File: src/ovl_regs.svh
`ifndef OVL_REGS_SVH
`define OVL_REGS_SVH

// ---------------------------------------------------------------
// command codes
// ---------------------------------------------------------------
`define OVL_CMD_OV_WARN        8'h42
`define OVL_CMD_UV_WARN        8'h43
`define OVL_CMD_UV_FAULT       8'h44
`define OVL_CMD_UV_ACTION      8'h45

// ---------------------------------------------------------------
// fields
// ---------------------------------------------------------------
`define OVL_EXP_HI             15
`define OVL_EXP_LO             11
`define OVL_MANT_HI            10
`define OVL_MANT_LO            0
`define OVL_MODE_EXP_HI        2
`define OVL_MODE_EXP_LO        0
`define OVL_ACT_RESP_HI        7
`define OVL_ACT_RESP_LO        6
`define OVL_ACT_RETRY_HI       5
`define OVL_ACT_RETRY_LO       3
`define OVL_ACT_DELAY_HI       2
`define OVL_ACT_DELAY_LO       0

// ---------------------------------------------------------------
// reset values and codes
// ---------------------------------------------------------------
`define OVL_MANT_RESET         11'h000
`define OVL_ACTION_RESET       8'h00
`define OVL_RESP_NONE          2'h0
`define OVL_RESP_DELAYED       2'h1
`define OVL_RESP_NOW           2'h2
`define OVL_RETRY_FOREVER      3'h7

// ---------------------------------------------------------------
// timing
// ---------------------------------------------------------------
`define OVL_CLK_HZ             250000000
`define OVL_TICK_MS            1
`define OVL_DELAY1_BASE_MS     12'h00a
`define OVL_D2_0_MS            12'd252
`define OVL_D2_1_MS            12'd558
`define OVL_D2_2_MS            12'd924
`define OVL_D2_3_MS            12'd1260
`define OVL_D2_4_MS            12'd1596
`define OVL_D2_5_MS            12'd1932
`define OVL_D2_6_MS            12'd2268
`define OVL_D2_7_MS            12'd2604

`endif

File: src/ovl_pkg.sv
package ovl_pkg;

  typedef enum logic [2:0] {
    OVL_IDLE       = 3'h0,
    OVL_DELAY      = 3'h1,
    OVL_RETRY_WAIT = 3'h3,
    OVL_LATCHED    = 3'h2,
    OVL_WAIT_CLEAR = 3'h6
  } ovl_state_t;

  typedef struct packed {
    logic [10:0] ov_warn_mant;
    logic [10:0] uv_warn_mant;
    logic [10:0] uv_fault_mant;
    logic [7:0]  action;
    logic [15:0] rdata;
    logic        scl_prev;
    logic        ov_warn_flag;
    logic        uv_warn_flag;
    logic        uv_fault_flag;
    ovl_state_t  state;
    logic [11:0] timer_ms;
    logic [17:0] tick_cnt;
    logic [2:0]  retry_left;
    logic        retrying;
    logic        vout_en;
  } ovl_regs_t;

endpackage

File: src/ovl_sync.sv
`timescale 1ns/1ps
`default_nettype none

module ovl_sync #(
  parameter int WIDTH = 1
) (
  // clock and reset
  input  wire logic             sys_clk_in,
  input  wire logic             rst_in,
  // data
  input  wire logic [WIDTH-1:0] async_in,
  output logic      [WIDTH-1:0] sync_out
);

  typedef struct packed {
    logic [WIDTH-1:0] meta;
    logic [WIDTH-1:0] stable;
  } ovl_sync_t;

  ovl_sync_t sync_reg;
  ovl_sync_t sync_next;

  always_comb begin
    sync_next.meta   = async_in;
    sync_next.stable = sync_reg.meta;
  end

  always_ff @(posedge sys_clk_in or posedge rst_in) begin
    if (rst_in) begin
      sync_reg <= '0;
    end else begin
      sync_reg <= sync_next;
    end
  end

  assign sync_out = sync_reg.stable;

endmodule

`default_nettype wire

File: src/ovl_limit_regs.sv
// Notes on behaviour
// [RULE_01] threshold reads give bits 15:11 as exponent from mode bits 2:0
// [RULE_02] exponent is signed two's complement when decoding the threshold
// [RULE_03] threshold holds writable 11-bit mantissa in bits 10:8 and 7:0
// [RULE_04] raise overvoltage warning when output crosses the 0x42 threshold
// [RULE_05] undervoltage warning when output falls below the 0x43 threshold
// [RULE_06] undervoltage fault when output falls below the 0x44 threshold
// [RULE_07] action bits 7:6 select fault response; 00 does nothing
// [RULE_08] code 01 waits first delay, acts only if fault persists
// [RULE_09] after shutdown, restart up to retry count in bits 5:3
// [RULE_10] first delay 10 ms doubling to 1280 ms; second 252 to 2604 ms
// [RULE_11] fault left after retries keeps output off until reset
// [RULE_12] code 10 shuts down at once, then retries per retry count
// [RULE_13] compare decoded values, same exponent; flags sticky until cleared
`timescale 1ns/1ps
`default_nettype none
`include "ovl_regs.svh"

module ovl_limit_regs #(
  parameter int TICK_CYCLES = `OVL_CLK_HZ / 1000 * `OVL_TICK_MS
) (
  // clock and reset
  input  wire logic        sys_clk_in,
  input  wire logic        rst_in,
  // management link (asynchronous pins)
  input  wire logic        link_clk_in,
  input  wire logic        link_wr_in,
  input  wire logic [7:0]  link_cmd_in,
  input  wire logic [15:0] link_wdata_in,
  output logic      [15:0] link_rdata_out,
  // core side
  input  wire logic [7:0]  output_format_mode_in,
  input  wire logic [10:0] vout_meas_in,
  input  wire logic        clear_flags_in,
  output logic             ov_warn_out,
  output logic             uv_warn_out,
  output logic             uv_fault_out,
  output logic             vout_enable_out
);

  // -------------------------------------------------------------
  // link sampling
  // -------------------------------------------------------------
  logic        scl_s;
  logic        wr_s;
  logic [7:0]  cmd_s;
  logic [15:0] wdata_s;

  ovl_sync #(.WIDTH(26)) u_sync (
    .sys_clk_in (sys_clk_in),
    .rst_in     (rst_in),
    .async_in   ({link_clk_in, link_wr_in, link_cmd_in, link_wdata_in}),
    .sync_out   ({scl_s, wr_s, cmd_s, wdata_s})
  );

  // -------------------------------------------------------------
  // decode helpers
  // -------------------------------------------------------------
  // sign extension keeps negative 3-bit codes negative
  function automatic logic signed [4:0] exp_of(input logic [7:0] mode);
    logic [2:0] code;
    code   = mode[`OVL_MODE_EXP_HI:`OVL_MODE_EXP_LO];
    exp_of = {{2{code[2]}}, code}; // [RULE_01]
  endfunction

  function automatic logic [31:0] lin_decode(input logic [10:0] mant,
                                             input logic signed [4:0] e);
    logic [31:0] base;
    base = {21'h00000, mant};
    if (e < 0) begin
      lin_decode = base >> (-e); // [RULE_02]
    end else begin
      lin_decode = base << e;    // [RULE_02]
    end
  endfunction

  function automatic logic [11:0] delay2_ms(input logic [2:0] code);
    logic [11:0] ms;
    ms = `OVL_D2_0_MS;
    unique case (code)
      3'h0: ms = `OVL_D2_0_MS;
      3'h1: ms = `OVL_D2_1_MS;
      3'h2: ms = `OVL_D2_2_MS;
      3'h3: ms = `OVL_D2_3_MS;
      3'h4: ms = `OVL_D2_4_MS;
      3'h5: ms = `OVL_D2_5_MS;
      3'h6: ms = `OVL_D2_6_MS;
      3'h7: ms = `OVL_D2_7_MS;
    endcase
    delay2_ms = ms; // [RULE_10]
  endfunction

  // -------------------------------------------------------------
  // state
  // -------------------------------------------------------------
  ovl_pkg::ovl_regs_t r_reg;
  ovl_pkg::ovl_regs_t r_next;

  logic signed [4:0] exp_n;
  logic [31:0]       meas_v;
  logic              uv_fault_now;
  logic              scl_rise;
  logic [1:0]        resp;
  logic [2:0]        retries;
  logic [2:0]        dcode;
  logic              tick;
  logic [10:0]       wmant;

  always_comb begin
    exp_n        = exp_of(output_format_mode_in);
    meas_v       = lin_decode(vout_meas_in, exp_n);
    uv_fault_now = meas_v < lin_decode(r_reg.uv_fault_mant,
                                       exp_n);           // [RULE_06]
    wmant        = wdata_s[`OVL_MANT_HI:`OVL_MANT_LO];   // [RULE_03]
    scl_rise     = scl_s && !r_reg.scl_prev;
    resp    = r_reg.action[`OVL_ACT_RESP_HI:`OVL_ACT_RESP_LO];     // [RULE_07]
    retries = r_reg.action[`OVL_ACT_RETRY_HI:`OVL_ACT_RETRY_LO];
    dcode   = r_reg.action[`OVL_ACT_DELAY_HI:`OVL_ACT_DELAY_LO];
    tick    = (r_reg.tick_cnt == 18'(TICK_CYCLES - 1));
  end

  always_comb begin
    r_next          = r_reg;
    r_next.scl_prev = scl_s;

    // -------------------------------------------------------------
    // register access on link clock rising edge
    // -------------------------------------------------------------
    if (scl_rise) begin
      if (wr_s) begin
        unique case (cmd_s)
          `OVL_CMD_OV_WARN:
            r_next.ov_warn_mant = wmant;  // [RULE_03]
          `OVL_CMD_UV_WARN:
            r_next.uv_warn_mant = wmant;  // [RULE_03]
          `OVL_CMD_UV_FAULT:
            r_next.uv_fault_mant = wmant; // [RULE_03]
          `OVL_CMD_UV_ACTION:
            r_next.action = wdata_s[7:0];
          default: ;
        endcase
      end
      // exponent field is read-only: writes above never touch it
      unique case (cmd_s)
        `OVL_CMD_OV_WARN:
          r_next.rdata = {exp_n, r_reg.ov_warn_mant};  // [RULE_01]
        `OVL_CMD_UV_WARN:
          r_next.rdata = {exp_n, r_reg.uv_warn_mant};  // [RULE_01]
        `OVL_CMD_UV_FAULT:
          r_next.rdata = {exp_n, r_reg.uv_fault_mant}; // [RULE_01]
        `OVL_CMD_UV_ACTION:
          r_next.rdata = {8'h00, r_reg.action};
        default:
          r_next.rdata = 16'h0000;
      endcase
    end

    // -------------------------------------------------------------
    // sticky flags, set wins over clear
    // -------------------------------------------------------------
    if (clear_flags_in) begin
      r_next.ov_warn_flag  = 1'b0;
      r_next.uv_warn_flag  = 1'b0;
      r_next.uv_fault_flag = 1'b0;
    end
    if (meas_v > lin_decode(r_reg.ov_warn_mant, exp_n)) begin
      r_next.ov_warn_flag = 1'b1;  // [RULE_04] [RULE_13]
    end
    if (meas_v < lin_decode(r_reg.uv_warn_mant, exp_n)) begin
      r_next.uv_warn_flag = 1'b1;  // [RULE_05] [RULE_13]
    end
    if (uv_fault_now) begin
      r_next.uv_fault_flag = 1'b1; // [RULE_06] [RULE_13]
    end

    // -------------------------------------------------------------
    // millisecond tick and fault response
    // -------------------------------------------------------------
    r_next.tick_cnt = tick ? 18'h00000 : r_reg.tick_cnt + 18'h00001;
    if (tick && r_reg.timer_ms != 12'h000) begin
      r_next.timer_ms = r_reg.timer_ms - 12'h001;
    end

    unique case (r_reg.state)
      ovl_pkg::OVL_IDLE: begin
        r_next.vout_en = 1'b1;
        if (!uv_fault_now) begin
          r_next.retrying = 1'b0;
        end else if (resp == `OVL_RESP_DELAYED) begin
          r_next.timer_ms = `OVL_DELAY1_BASE_MS << dcode; // [RULE_10]
          r_next.state    = ovl_pkg::OVL_DELAY;
        end else if (resp == `OVL_RESP_NOW) begin
          r_next.vout_en  = 1'b0;                         // [RULE_12]
          r_next.timer_ms = delay2_ms(dcode);
          if (!r_reg.retrying) begin
            r_next.retry_left = retries;                  // [RULE_09]
          end
          r_next.state = (r_reg.retrying && r_reg.retry_left == 3'h0) ||
                         (!r_reg.retrying && retries == 3'h0) ?
                         ovl_pkg::OVL_LATCHED : ovl_pkg::OVL_RETRY_WAIT;
        end else if (resp != `OVL_RESP_NONE) begin
          r_next.vout_en = 1'b0;
          r_next.state   = ovl_pkg::OVL_WAIT_CLEAR;
        end
      end
      ovl_pkg::OVL_DELAY: begin
        if (!uv_fault_now) begin
          r_next.state = ovl_pkg::OVL_IDLE;               // [RULE_08]
        end else if (r_reg.timer_ms == 12'h000) begin
          r_next.vout_en  = 1'b0;                         // [RULE_08]
          r_next.timer_ms = delay2_ms(dcode);
          if (!r_reg.retrying) begin
            r_next.retry_left = retries;                  // [RULE_09]
          end
          r_next.state = (r_reg.retrying && r_reg.retry_left == 3'h0) ||
                         (!r_reg.retrying && retries == 3'h0) ?
                         ovl_pkg::OVL_LATCHED : ovl_pkg::OVL_RETRY_WAIT;
        end
      end
      ovl_pkg::OVL_RETRY_WAIT: begin
        r_next.vout_en = 1'b0;
        if (r_reg.timer_ms == 12'h000) begin
          // code 7 retries without end, so never count down
          if (r_reg.retry_left != `OVL_RETRY_FOREVER) begin
            r_next.retry_left = r_reg.retry_left - 3'h1;  // [RULE_09]
          end
          r_next.retrying = 1'b1;
          r_next.vout_en  = 1'b1;
          r_next.state    = ovl_pkg::OVL_IDLE;
        end
      end
      ovl_pkg::OVL_LATCHED: begin
        r_next.vout_en = 1'b0;                            // [RULE_11]
      end
      ovl_pkg::OVL_WAIT_CLEAR: begin
        r_next.vout_en = !uv_fault_now;
        if (!uv_fault_now) begin
          r_next.state = ovl_pkg::OVL_IDLE;
        end
      end
      default: begin
        r_next.vout_en = 1'b0;
        r_next.state   = ovl_pkg::OVL_LATCHED;
      end
    endcase
  end

  always_ff @(posedge sys_clk_in or posedge rst_in) begin
    if (rst_in) begin
      r_reg               <= '0;
      r_reg.ov_warn_mant  <= `OVL_MANT_RESET;
      r_reg.uv_warn_mant  <= `OVL_MANT_RESET;
      r_reg.uv_fault_mant <= `OVL_MANT_RESET;
      r_reg.action        <= `OVL_ACTION_RESET;
      r_reg.state         <= ovl_pkg::OVL_IDLE;
      r_reg.vout_en       <= 1'b1;
    end else begin
      r_reg <= r_next;
    end
  end

  assign link_rdata_out  = r_reg.rdata;
  assign ov_warn_out     = r_reg.ov_warn_flag;
  assign uv_warn_out     = r_reg.uv_warn_flag;
  assign uv_fault_out    = r_reg.uv_fault_flag;
  assign vout_enable_out = r_reg.vout_en;

endmodule

`default_nettype wire

File: config.mk
export PLATFORM = sky130hd
export DESIGN_NAME = ovl_limit_regs
export DESIGN_NICKNAME = d
export VERILOG_FILES = /design/src/ovl_pkg.sv /design/src/ovl_sync.sv /design/src/ovl_limit_regs.sv
export VERILOG_INCLUDE_DIRS = /design/src
export SDC_FILE = /design/constraint.sdc
export NUM_CORES = 1
export LEC_CHECK = 0
export CORE_ASPECT_RATIO = 0.75
export CORE_UTILIZATION = 38
export DETAILED_ROUTE_END_ITERATION = 8
export DONT_BUFFER_PORTS = 1
export GPL_TIMING_DRIVEN = 0
export HOLD_SLACK_MARGIN = 0.08
export SLEW_MARGIN = 20
export SYNTH_ARGS = -nofsm -noshare
export SYNTH_HDL_FRONTEND = slang
export SYNTH_SLANG_ARGS = --single-unit
File: constraint.sdc
create_clock -name sys_clk_in -period 15.78 [get_ports sys_clk_in]
set_input_delay 3.945 -clock sys_clk_in [delete_from_list [all_inputs] [get_ports sys_clk_in]]
set_output_delay 3.945 -clock sys_clk_in [all_outputs]
set_load 0.05 [all_outputs]
-- Yosys cells after proc, flatten, opt, wreduce, memory -nomap -nowiden
Memories as Yosys holds them, arrays and structs flattened.
Index checks and enable logic that the tools add are counted.
- flip-flop bits (word level): 151
- memories: 2
- output and inout bits: 20
- memory bits (read-only): 144
- input bits: 48
- add/sub/neg operators: 4
- shift-type cells: 9
- multiplexer cells: 42
- equal/unequal tests: 23
- reduce and logical (&&, ||, !) cells: 27
- bitwise operators: 1
- magnitude comparators: 4
- memories (name ; words ; bits a word ; read ports ; clocked after memory_dff ; write ports ; line ; text):
    (no name shown) ; 8 ; 9 ; 1 ; 0 ; 0 ; ovl_limit_regs.sv:80 ; unique case (code)
    (no name shown) ; 8 ; 9 ; 1 ; 0 ; 0 ; ovl_limit_regs.sv:80 ;
- operator list (operator ; number):
    2-to-1 mux 32 bit ; 4
    left shift 11 x 5 -> 32 bit ; 4
    >> shifter 11 x 5 -> 32 bit ; 4
    < comparator 32 bit ; 2
    case mux 16 bit (4 select lines) ; 1
    2-to-1 mux 15 bit ; 3
    2-to-1 mux 3 bit ; 13
    2-to-1 mux 12 bit ; 3
    == test 8 x 7 -> 1 bit (second input constant) ; 4
    greater-than comparator 32 bit ; 1
    case mux 12 bit (2 select lines) ; 1
    adder 18 x 1 -> 18 bit (second input constant) ; 1
    == test 18 bit (second input constant) ; 1
    2-to-1 mux 18 bit ; 1
    inequality test 2 bit (second input constant) ; 9
    case mux 3 bit (5 select lines) ; 1
    AND reduction 3 bit ; 5
    zero test 12 bit ; 1
    nonzero test 12 bit ; 1
    left shift 4 x 3 -> 12 bit (first input constant) ; 1
    subtractor 12 x 1 -> 12 bit (second input constant) ; 1
    2-to-1 mux 1 bit ; 11
    nonzero test 2 bit ; 5
    zero test 3 bit ; 3
    22 further kinds ; 29

-- Logic depth before layout (Yosys ltp)
Gate-level depths: netlist of run 1.
- depth in word-level cells: 8
- mapped depth: 22
- gate-level depth less buffers: 17

-- Hierarchy
A second synthesis of run 1 with hierarchy kept.
- cell total of the unflattened synthesis: 1099
- area total of the unflattened synthesis: 10221.1 sq um
- by module, submodules not included (module ; area an instance (sq um) ; cells an instance ; instances ; seq. area each (sq um)):
    ovl_limit_regs ; 8916.1 ; 1046 ; 1 ; 2428.6
    ovl_sync ; 1305.0 ; 53 ; 1 ; 1301.2

-- Least setup slack after synthesis of run 1
Ideal clock, no wire load.
- path type: input port to flip-flop
- start point: input output_format_mode_in[1]
- end point: register r_reg[28] (netlist bit)
- path slack: 7.182 ns
- library setup time: 0.076 ns
- cell stages on the path: 22
- data arrival time: 8.522 ns
- cell sequence: clkbuf_1 inv_1 buf_1 ha_1 buf_6 buf_8 clkbuf_1 buf_2 inv_1 a211oi_1 a21oi_1 a22oi_1 o21ai_0 ha_1 nand4_1 a21oi_1 o311ai_0 nand4_1 or3_1 buf_2 or3_1 o21ai_1
- RTL lines (what ; line ; text):
    start: declaration ; ovl_limit_regs.sv:32 ; input wire logic [7:0] output_format_mode_in,
    end signal: assignment ; ovl_limit_regs.sv:258 ; r_reg <= r_next;
    end: declaration ; ovl_limit_regs.sv:96 ; ovl_pkg::ovl_regs_t r_reg;

==> run_results.csv, run 1 <==
group,metric,value,unit
outcome,status,"complete, no violations",
sta,finalCritPeriodShare,68.5,%
detailed_routing,wl_met2,12000,µm
die,io_pins,68,
detailed_routing,wl_met1,15700,µm
logic_synthesis,yosysSeqAreaShare,35.2,%
placed_design,io_buffers,0,
logic_synthesis,synth-seq-cells,139,
global_route,grt_pass1_vias,8085,
sta,finalSetupViolations,0,
finish,layout_commonest_cell,"dfrtp_1",
hold_path,hold_class,"flop to flop",
die,row_count,50,
setup_path,crit_type,"input pin to flop",
sta,final_max_slew_viol_count,0,
setup_path,critPathCaptureType,"flop",
detailed_routing,wl_met3,3810,µm
detailed_routing,via_per_inst,5.97,
logic_synthesis,synth-async-reset-ratio,100,%
clock_tree,cts_root_buf,"clkbuf_16",
detailed_routing,top_layer,"met4",
setup_path,critPathArrivalTime,11170,ps
clock_tree,clock_path_buffers,2,
sta,rsz0062_at_grt,"no",
sta,tns,0,ps
global_route,grt_pass1_wl,49200,µm
clock_tree,cts_hold_buffers,0,
logic_synthesis,syn_area_per_cell,9.06,µm²
finish,mostFrequentLayoutCells,"dfrtp_1 (138), nand2_1 (119), nor2_1 (87)",
sta,setup_ws,4960,ps
power_and_ir_drop,p_leak,0.00473,µW
placed_design,dp_slack,4900,ps
die,start_util,39.1,%
logic_synthesis,ys_types,75,
clock_tree,insertion_delay,420,ps
clock_tree,clk_pin_slew,60,ps
clock_tree,cts_tree,"done",
die,die_x,188,µm
clock_tree,cts.repair.resized,0,
finish,finalNetCount,1250,
sta,hold_violations,0,
clock_tree,cts.sinks,139,
finish,seq_area,3480,µm²
clock_tree,htreeDepth,4,
sta,fin_crit,10820,ps
placed_design,dp_hpwl,24200,µm
flow_run,maxCapViolCount,0,
finish,multi_input_area,6020,µm²
global_route,grt_usage,24.5,%
sta,tightest_slew,1180,ps
logic_synthesis,ys_warn_count,0,
clock_tree,postCtsSetupBuffers,0,
detailed_routing,postRouteAntennaNets,0,
clock_tree,cts_buffers,17,
power_and_ir_drop,power_density,92.5,nW/µm²
placed_design,gp_congestion,0.994,
logic_synthesis,synth_ff_type,"dfrtp_1",
detailed_routing,via_count,8863,
logic_synthesis,synth_top_area_share,34.9,%
logic_synthesis,syn_inst,1092,
finish,fill_cells,2526,
detailed_routing,drt_iter0_drc,1214,
setup_path,cp_max_fo,10,
sta,slew_headroom,21.2,%
die,core,25300,µm²
setup_path,worstPathRequired,16130,ps
logic_synthesis,synthTopCellsByArea,"dfrtp_1 (35%), ha_1 (8.6%), mux2i_1 (7.0%), mux2_2 (6.5%), nand2_1 (4.5%)",
global_route,grt_overflow_total,0,
global_route,grt_max_degree,81,
detailed_routing,wl_per_cell,21.6,µm
logic_synthesis,synth-edff-count,0,
finish,area_growth,11.2,%
die,die-area,26700,µm²
sta,fmax,92.5,MHz
logic_synthesis,yosys.area.top_type,"dfrtp_1",
sta,skew,10.1,ps
setup_path,startpoint_type,"input pin",
detailed_routing,wirelength,32100,µm
finish,diodes,0,
global_route,antenna_found_initial,0,
finish,largest_reg_flops,76,
power_and_ir_drop,max-vdd-ir-drop,0.0837,mV
die,die_y,142,µm
detailed_routing,drcViolationCount,0,
finish,drive_gt1_share,11.2,%
logic_synthesis,syn_area,9890,µm²
detailed_routing,dr.pass1.iters,6,
-- worst paths after layout --
| check | start | endpoint | slack [ps] | depth (start not counted) |
|---|---|---|---|---|
| min | u_sync.sync_next[16] | u_sync.sync_out[16] | 350 | 0 |
| min reg2reg | u_sync.sync_next[16] | u_sync.sync_out[16] | 350 | 0 |
| max in group asynchronous | rst_in | link_rdata_out[14] | 11640 | 2 |
| max | output_format_mode_in[1] | r_reg[29] | 4960 | 20 |
| min in group asynchronous | rst_in | u_sync.sync_next[19] | 3390 | 1 |
| max reg2reg | r_reg[71] | r_reg[29] | 11070 | 11 |
-- through the flow --
| stage | utilization (%) | total power [µW] | instances | cell area, µm² | hold WS (ps) |
|---|---|---|---|---|---|
| after floorplan | - | 570 | 1114 | 9970 | 331 |
| after global placement | 41.1 | 632 | 1452 | 10400 | 333 |
| after detailed placement | 41.3 | 634 | 1453 | 10400 | 336 |
| after CTS | 43.5 | 1020 | 1485 | 11000 | 349 |
| after global routing | 43.5 | 1060 | 1485 | 11000 | 352 |
| final | 43.5 | 1020 | 1485 | 11000 | 347 |
-- routing by layer --
layer / global-route usage (%) / vias to the layer above
li1: - / 4047
met1: 38.8 / 4283
met2: 30.8 / 487
met3: 7.79 / 46
met4: 5.77 / 0
met5: 0 / -
-- worst max-delay path, stage by stage --
cell      delay [ps]
clkbuf_1         400
inv_1            280
buf_1            400
ha_1             420
buf_6            130
buf_8            160
clkbuf_1         550
buf_2            460
inv_1            210
a211oi_1         390
a21oi_1          170
a22oi_1          180
o21ai_0          230
ha_1             390
nand4_1          230
a21oi_1          160
o311ai_0         580
nand4_1          550
nor4_1           970
a221o_1          310
-- Yosys cell counts, types with 9 or more instances --
| master | number |
|---|---|
| a211oi_1 | 19 |
| a21o_1 | 15 |
| a21oi_1 | 76 |
| a22o_1 | 9 |
| a22oi_1 | 15 |
| a31oi_1 | 17 |
| buf_1 | 9 |
| buf_4 | 16 |
| clkbuf_1 | 46 |
| dfrtp_1 | 138 |
| ha_1 | 68 |
| inv_1 | 23 |
| mux2_2 | 57 |
| mux2i_1 | 69 |
| nand2_1 | 119 |
| nand3_1 | 33 |
| nand4_1 | 11 |
| nor2_1 | 87 |
| nor2b_1 | 19 |
| nor3_1 | 16 |
| o21a_1 | 9 |
| o21ai_0 | 62 |
| o22ai_1 | 12 |
| xnor2_1 | 13 |
| xor2_1 | 12 |
-- final cells by class --
class / instances / share of cell area [%]
Buffer: 78 / 3.44
Clock buffer: 18 / 3.90
Clock inverter: 14 / 1.23
Inverter: 25 / 0.922
Multi-Input combinational cell: 872 / 54.8
Sequential cell: 139 / 31.6
Tap cell: 338 / 3.85
Timing Repair Buffer: 1 / 0.250
-- cell families after synthesis --
logic type	synth area share (%)
and+or+nand+nor	15.9
muxes	13.9
AOI/OAI and AO/OA	19.3
adders and majority gates	8.60
DFF	35.2
other	0.0759
xor gates and xnor gates	2.21
buffers and inverters	4.77
-- where the power goes --
part | internal, µW | switching [µW]
Clock | 220 | 162
Combinational | 81.6 | 141
Sequential | 382 | 31.4
Total | 683 | 334
No activity file was read; power rests on OpenSTA's default activity.
==> run 2, diff against run 1 <==
Clock period 15.78 ns to 9.3 ns, I/O delays scaled along.
==> run 2 against run 1 <==
- non-clock buffer count unchanged
- critical endpoint is now r_reg[24]
- routed wire length increased by 0.15%
- via count decreased by 0.52%
- critical path depth increased by 2
- largest power group unchanged
- global-route usage unchanged
- combinational power increased by 69%
- register-to-register slack got worse by 6400 ps
- clock power increased by 70%
- final cell count unchanged
- total power increased by 69%
- setup slack got worse by 4800 ps
==> run_results.csv, run 2 (synthesis gave the netlist of run 1 again) <==
group,metric,value,unit
power_and_ir_drop,p_sw,565,µW
sta,finalSetupViolations,0,
power_and_ir_drop,clockPowerShare,37.6,%
sta,final_max_slew_viol_count,0,
power_and_ir_drop,power.internal,1160,µW
clock_tree,cts_tree,"done",
die,io_pins,68,
power_and_ir_drop,swShare,32.8,%
clock_tree,cts_root_buf,"clkbuf_16",
detailed_routing,postRouteAntennaNets,0,
global_route,grt_max_degree,81,
placed_design,io_buffers,0,
setup_path,worst_r2r_path_depth,15,
power_and_ir_drop,finalPower,1720,µW
global_route,grt_pass1_vias,8085,
setup_path,crit_buf_inv,9,
finish,largest_reg_flops,76,
setup_path,crit_start,"output_format_mode_in[1]",
clock_tree,clk_pin_slew,60,ps
placed_design,gp_congestion,0.994,
finish,seq_area,3480,µm²
placed_design,dp_hpwl,24200,µm
setup_path,critPathCaptureType,"flop",
clock_tree,cts.sinks,139,
die,die_x,188,µm
setup_path,cp_top_family,"buffers and inverters",
die,die-area,26700,µm²
setup_path,r2r_end,"r_reg[24]",
finish,mostFrequentLayoutCells,"dfrtp_1 (138), nand2_1 (119), nor2_1 (87)",
setup_path,crit_type,"input pin to flop",
finish,drive_gt1_share,11.3,%
clock_tree,postCtsSetupBuffers,0,
sta,finalCritPeriodShare,98.4,%
power_and_ir_drop,combPwrFrac,21.8,%
setup_path,reg2reg_from,"r_reg[73]",
outcome,status,"complete, no violations",
power_and_ir_drop,power_density,157,nW/µm²
die,die_y,142,µm
global_route,grt_overflow_total,0,
die,row_count,50,
power_and_ir_drop,p_seq_share,40.6,%
flow_run,maxCapViolCount,0,
sta,tns,0,ps
setup_path,worstSetupPathDepth,22,
finish,area_growth,11.2,%
clock_tree,cts.repair.resized,0,
finish,diodes,0,
clock_tree,cts_hold_buffers,0,
setup_path,worstPathRequired,9630,ps
sta,fmax,109,MHz
clock_tree,htreeDepth,4,
sta,setup_ws,150,ps
power_and_ir_drop,max-vdd-ir-drop,0.142,mV
finish,fill_cells,2526,
sta,hold_violations,0,
setup_path,cp_max_fo,10,
sta,fin_crit,9150,ps
clock_tree,cts_buffers,17,
sta,skew,9.33,ps
die,start_util,39.1,%
die,core,25300,µm²
detailed_routing,drcViolationCount,0,
finish,fin_util,43.5,%
hold_path,hold_class,"flop to flop",
setup_path,crit_chain,"clkbuf_1, inv_1, buf_1, ha_1, buf_6, buf_8, clkbuf_1, buf_2, inv_1, a211oi_1, a21oi_1, a22oi_1, o21ai_0, ha_1, nand4_1, a21oi_1, o311ai_0, nand4_1, or3_1, buf_2, o31a_1, o211ai_1",
setup_path,max_stage_delay,600,ps
detailed_routing,via_count,8817,
global_route,antenna_found_initial,0,
setup_path,crit_path_end,"r_reg[24]",
setup_path,r2r_slack,4650,ps
detailed_routing,drt_iter0_drc,1196,
finish,multi_input_area,6030,µm²
clock_tree,insertion_delay,420,ps
detailed_routing,wl_per_cell,21.7,µm
detailed_routing,via_per_inst,5.94,
setup_path,slowest_stage,"o311ai_0",
sta,tightest_slew,1150,ps
finish,layout_commonest_cell,"dfrtp_1",
sta,slew_headroom,23.4,%
finish,finalNetCount,1250,
detailed_routing,wirelength,32200,µm
clock_tree,clock_path_buffers,2,
detailed_routing,dr.pass1.iters,5,
global_route,grt_usage,24.5,%
sta,rsz0062_at_grt,"no",
power_and_ir_drop,p_leak,0.00473,µW
global_route,grt_pass1_wl,49200,µm
setup_path,critPathArrivalTime,9480,ps
setup_path,startpoint_type,"input pin",
placed_design,dp_slack,41.2,ps
-- run 2: cell types whose count changed in the layout (fill, tap and decap cells not counted) --
cell    change
nor4_1      -1
nor4_2      +1
-- run 2: layout make-up --
cell class | count | area share [%]
clock inverters | 14 | 1.23
flip-flops and latches | 139 | 31.6
well taps | 338 | 3.84
multi-input cells | 872 | 54.8
clock buffers | 18 | 3.90
repair buffers | 1 | 0.250
plain buffers | 78 | 3.43
inverters | 25 | 0.921
-- run 2: how the worst min path moves through the flow --
stage | start | end | slack, ps | cells past startpoint
final | u_sync.sync_next[2] | u_sync.sync_out[2] | 350 | 0
after global routing | u_sync.sync_next[2] | u_sync.sync_out[2] | 350 | 0
after CTS | u_sync.sync_next[2] | u_sync.sync_out[2] | 350 | 0
after detailed placement | u_sync.sync_next[16] | u_sync.sync_out[16] | 340 | 0
after global placement | u_sync.sync_next[7] | u_sync.sync_out[7] | 330 | 0
after floorplan | u_sync.sync_next[0] | u_sync.sync_out[0] | 330 | 0
-- run 2: power groups by stage --
stage | Combinational, µW | Sequential, µW | Clock, µW
after global placement | 362 | 711 | 0
after detailed placement | 365 | 710 | 0
after CTS | 366 | 700 | 664
after global routing | 412 | 706 | 688
final | 376 | 701 | 648
after floorplan | 270 | 697 | 0
-- run 2: metrics by stage --
step           instance area [µm²]  hold slack (ps)  instances
2_1_floorplan                 9970              331       1114
3_3_place_gp                 10400              333       1452
3_5_place_dp                 10400              336       1453
4_1_cts                      11000              349       1485
5_1_grt                      11000              352       1485
6_report                     11000              347       1485
-- run 2: routing by layer --
| layer | global-route usage [%] | vias to the layer above | part of all wire, % |
|---|---|---|---|
| li1 | - | 4053 | - |
| met1 | 38.8 | 4282 | 49 |
| met2 | 30.8 | 435 | 37 |
| met3 | 7.79 | 47 | 12 |
| met4 | 5.77 | 0 | 1.8 |
| met5 | 0 | - | 0 |
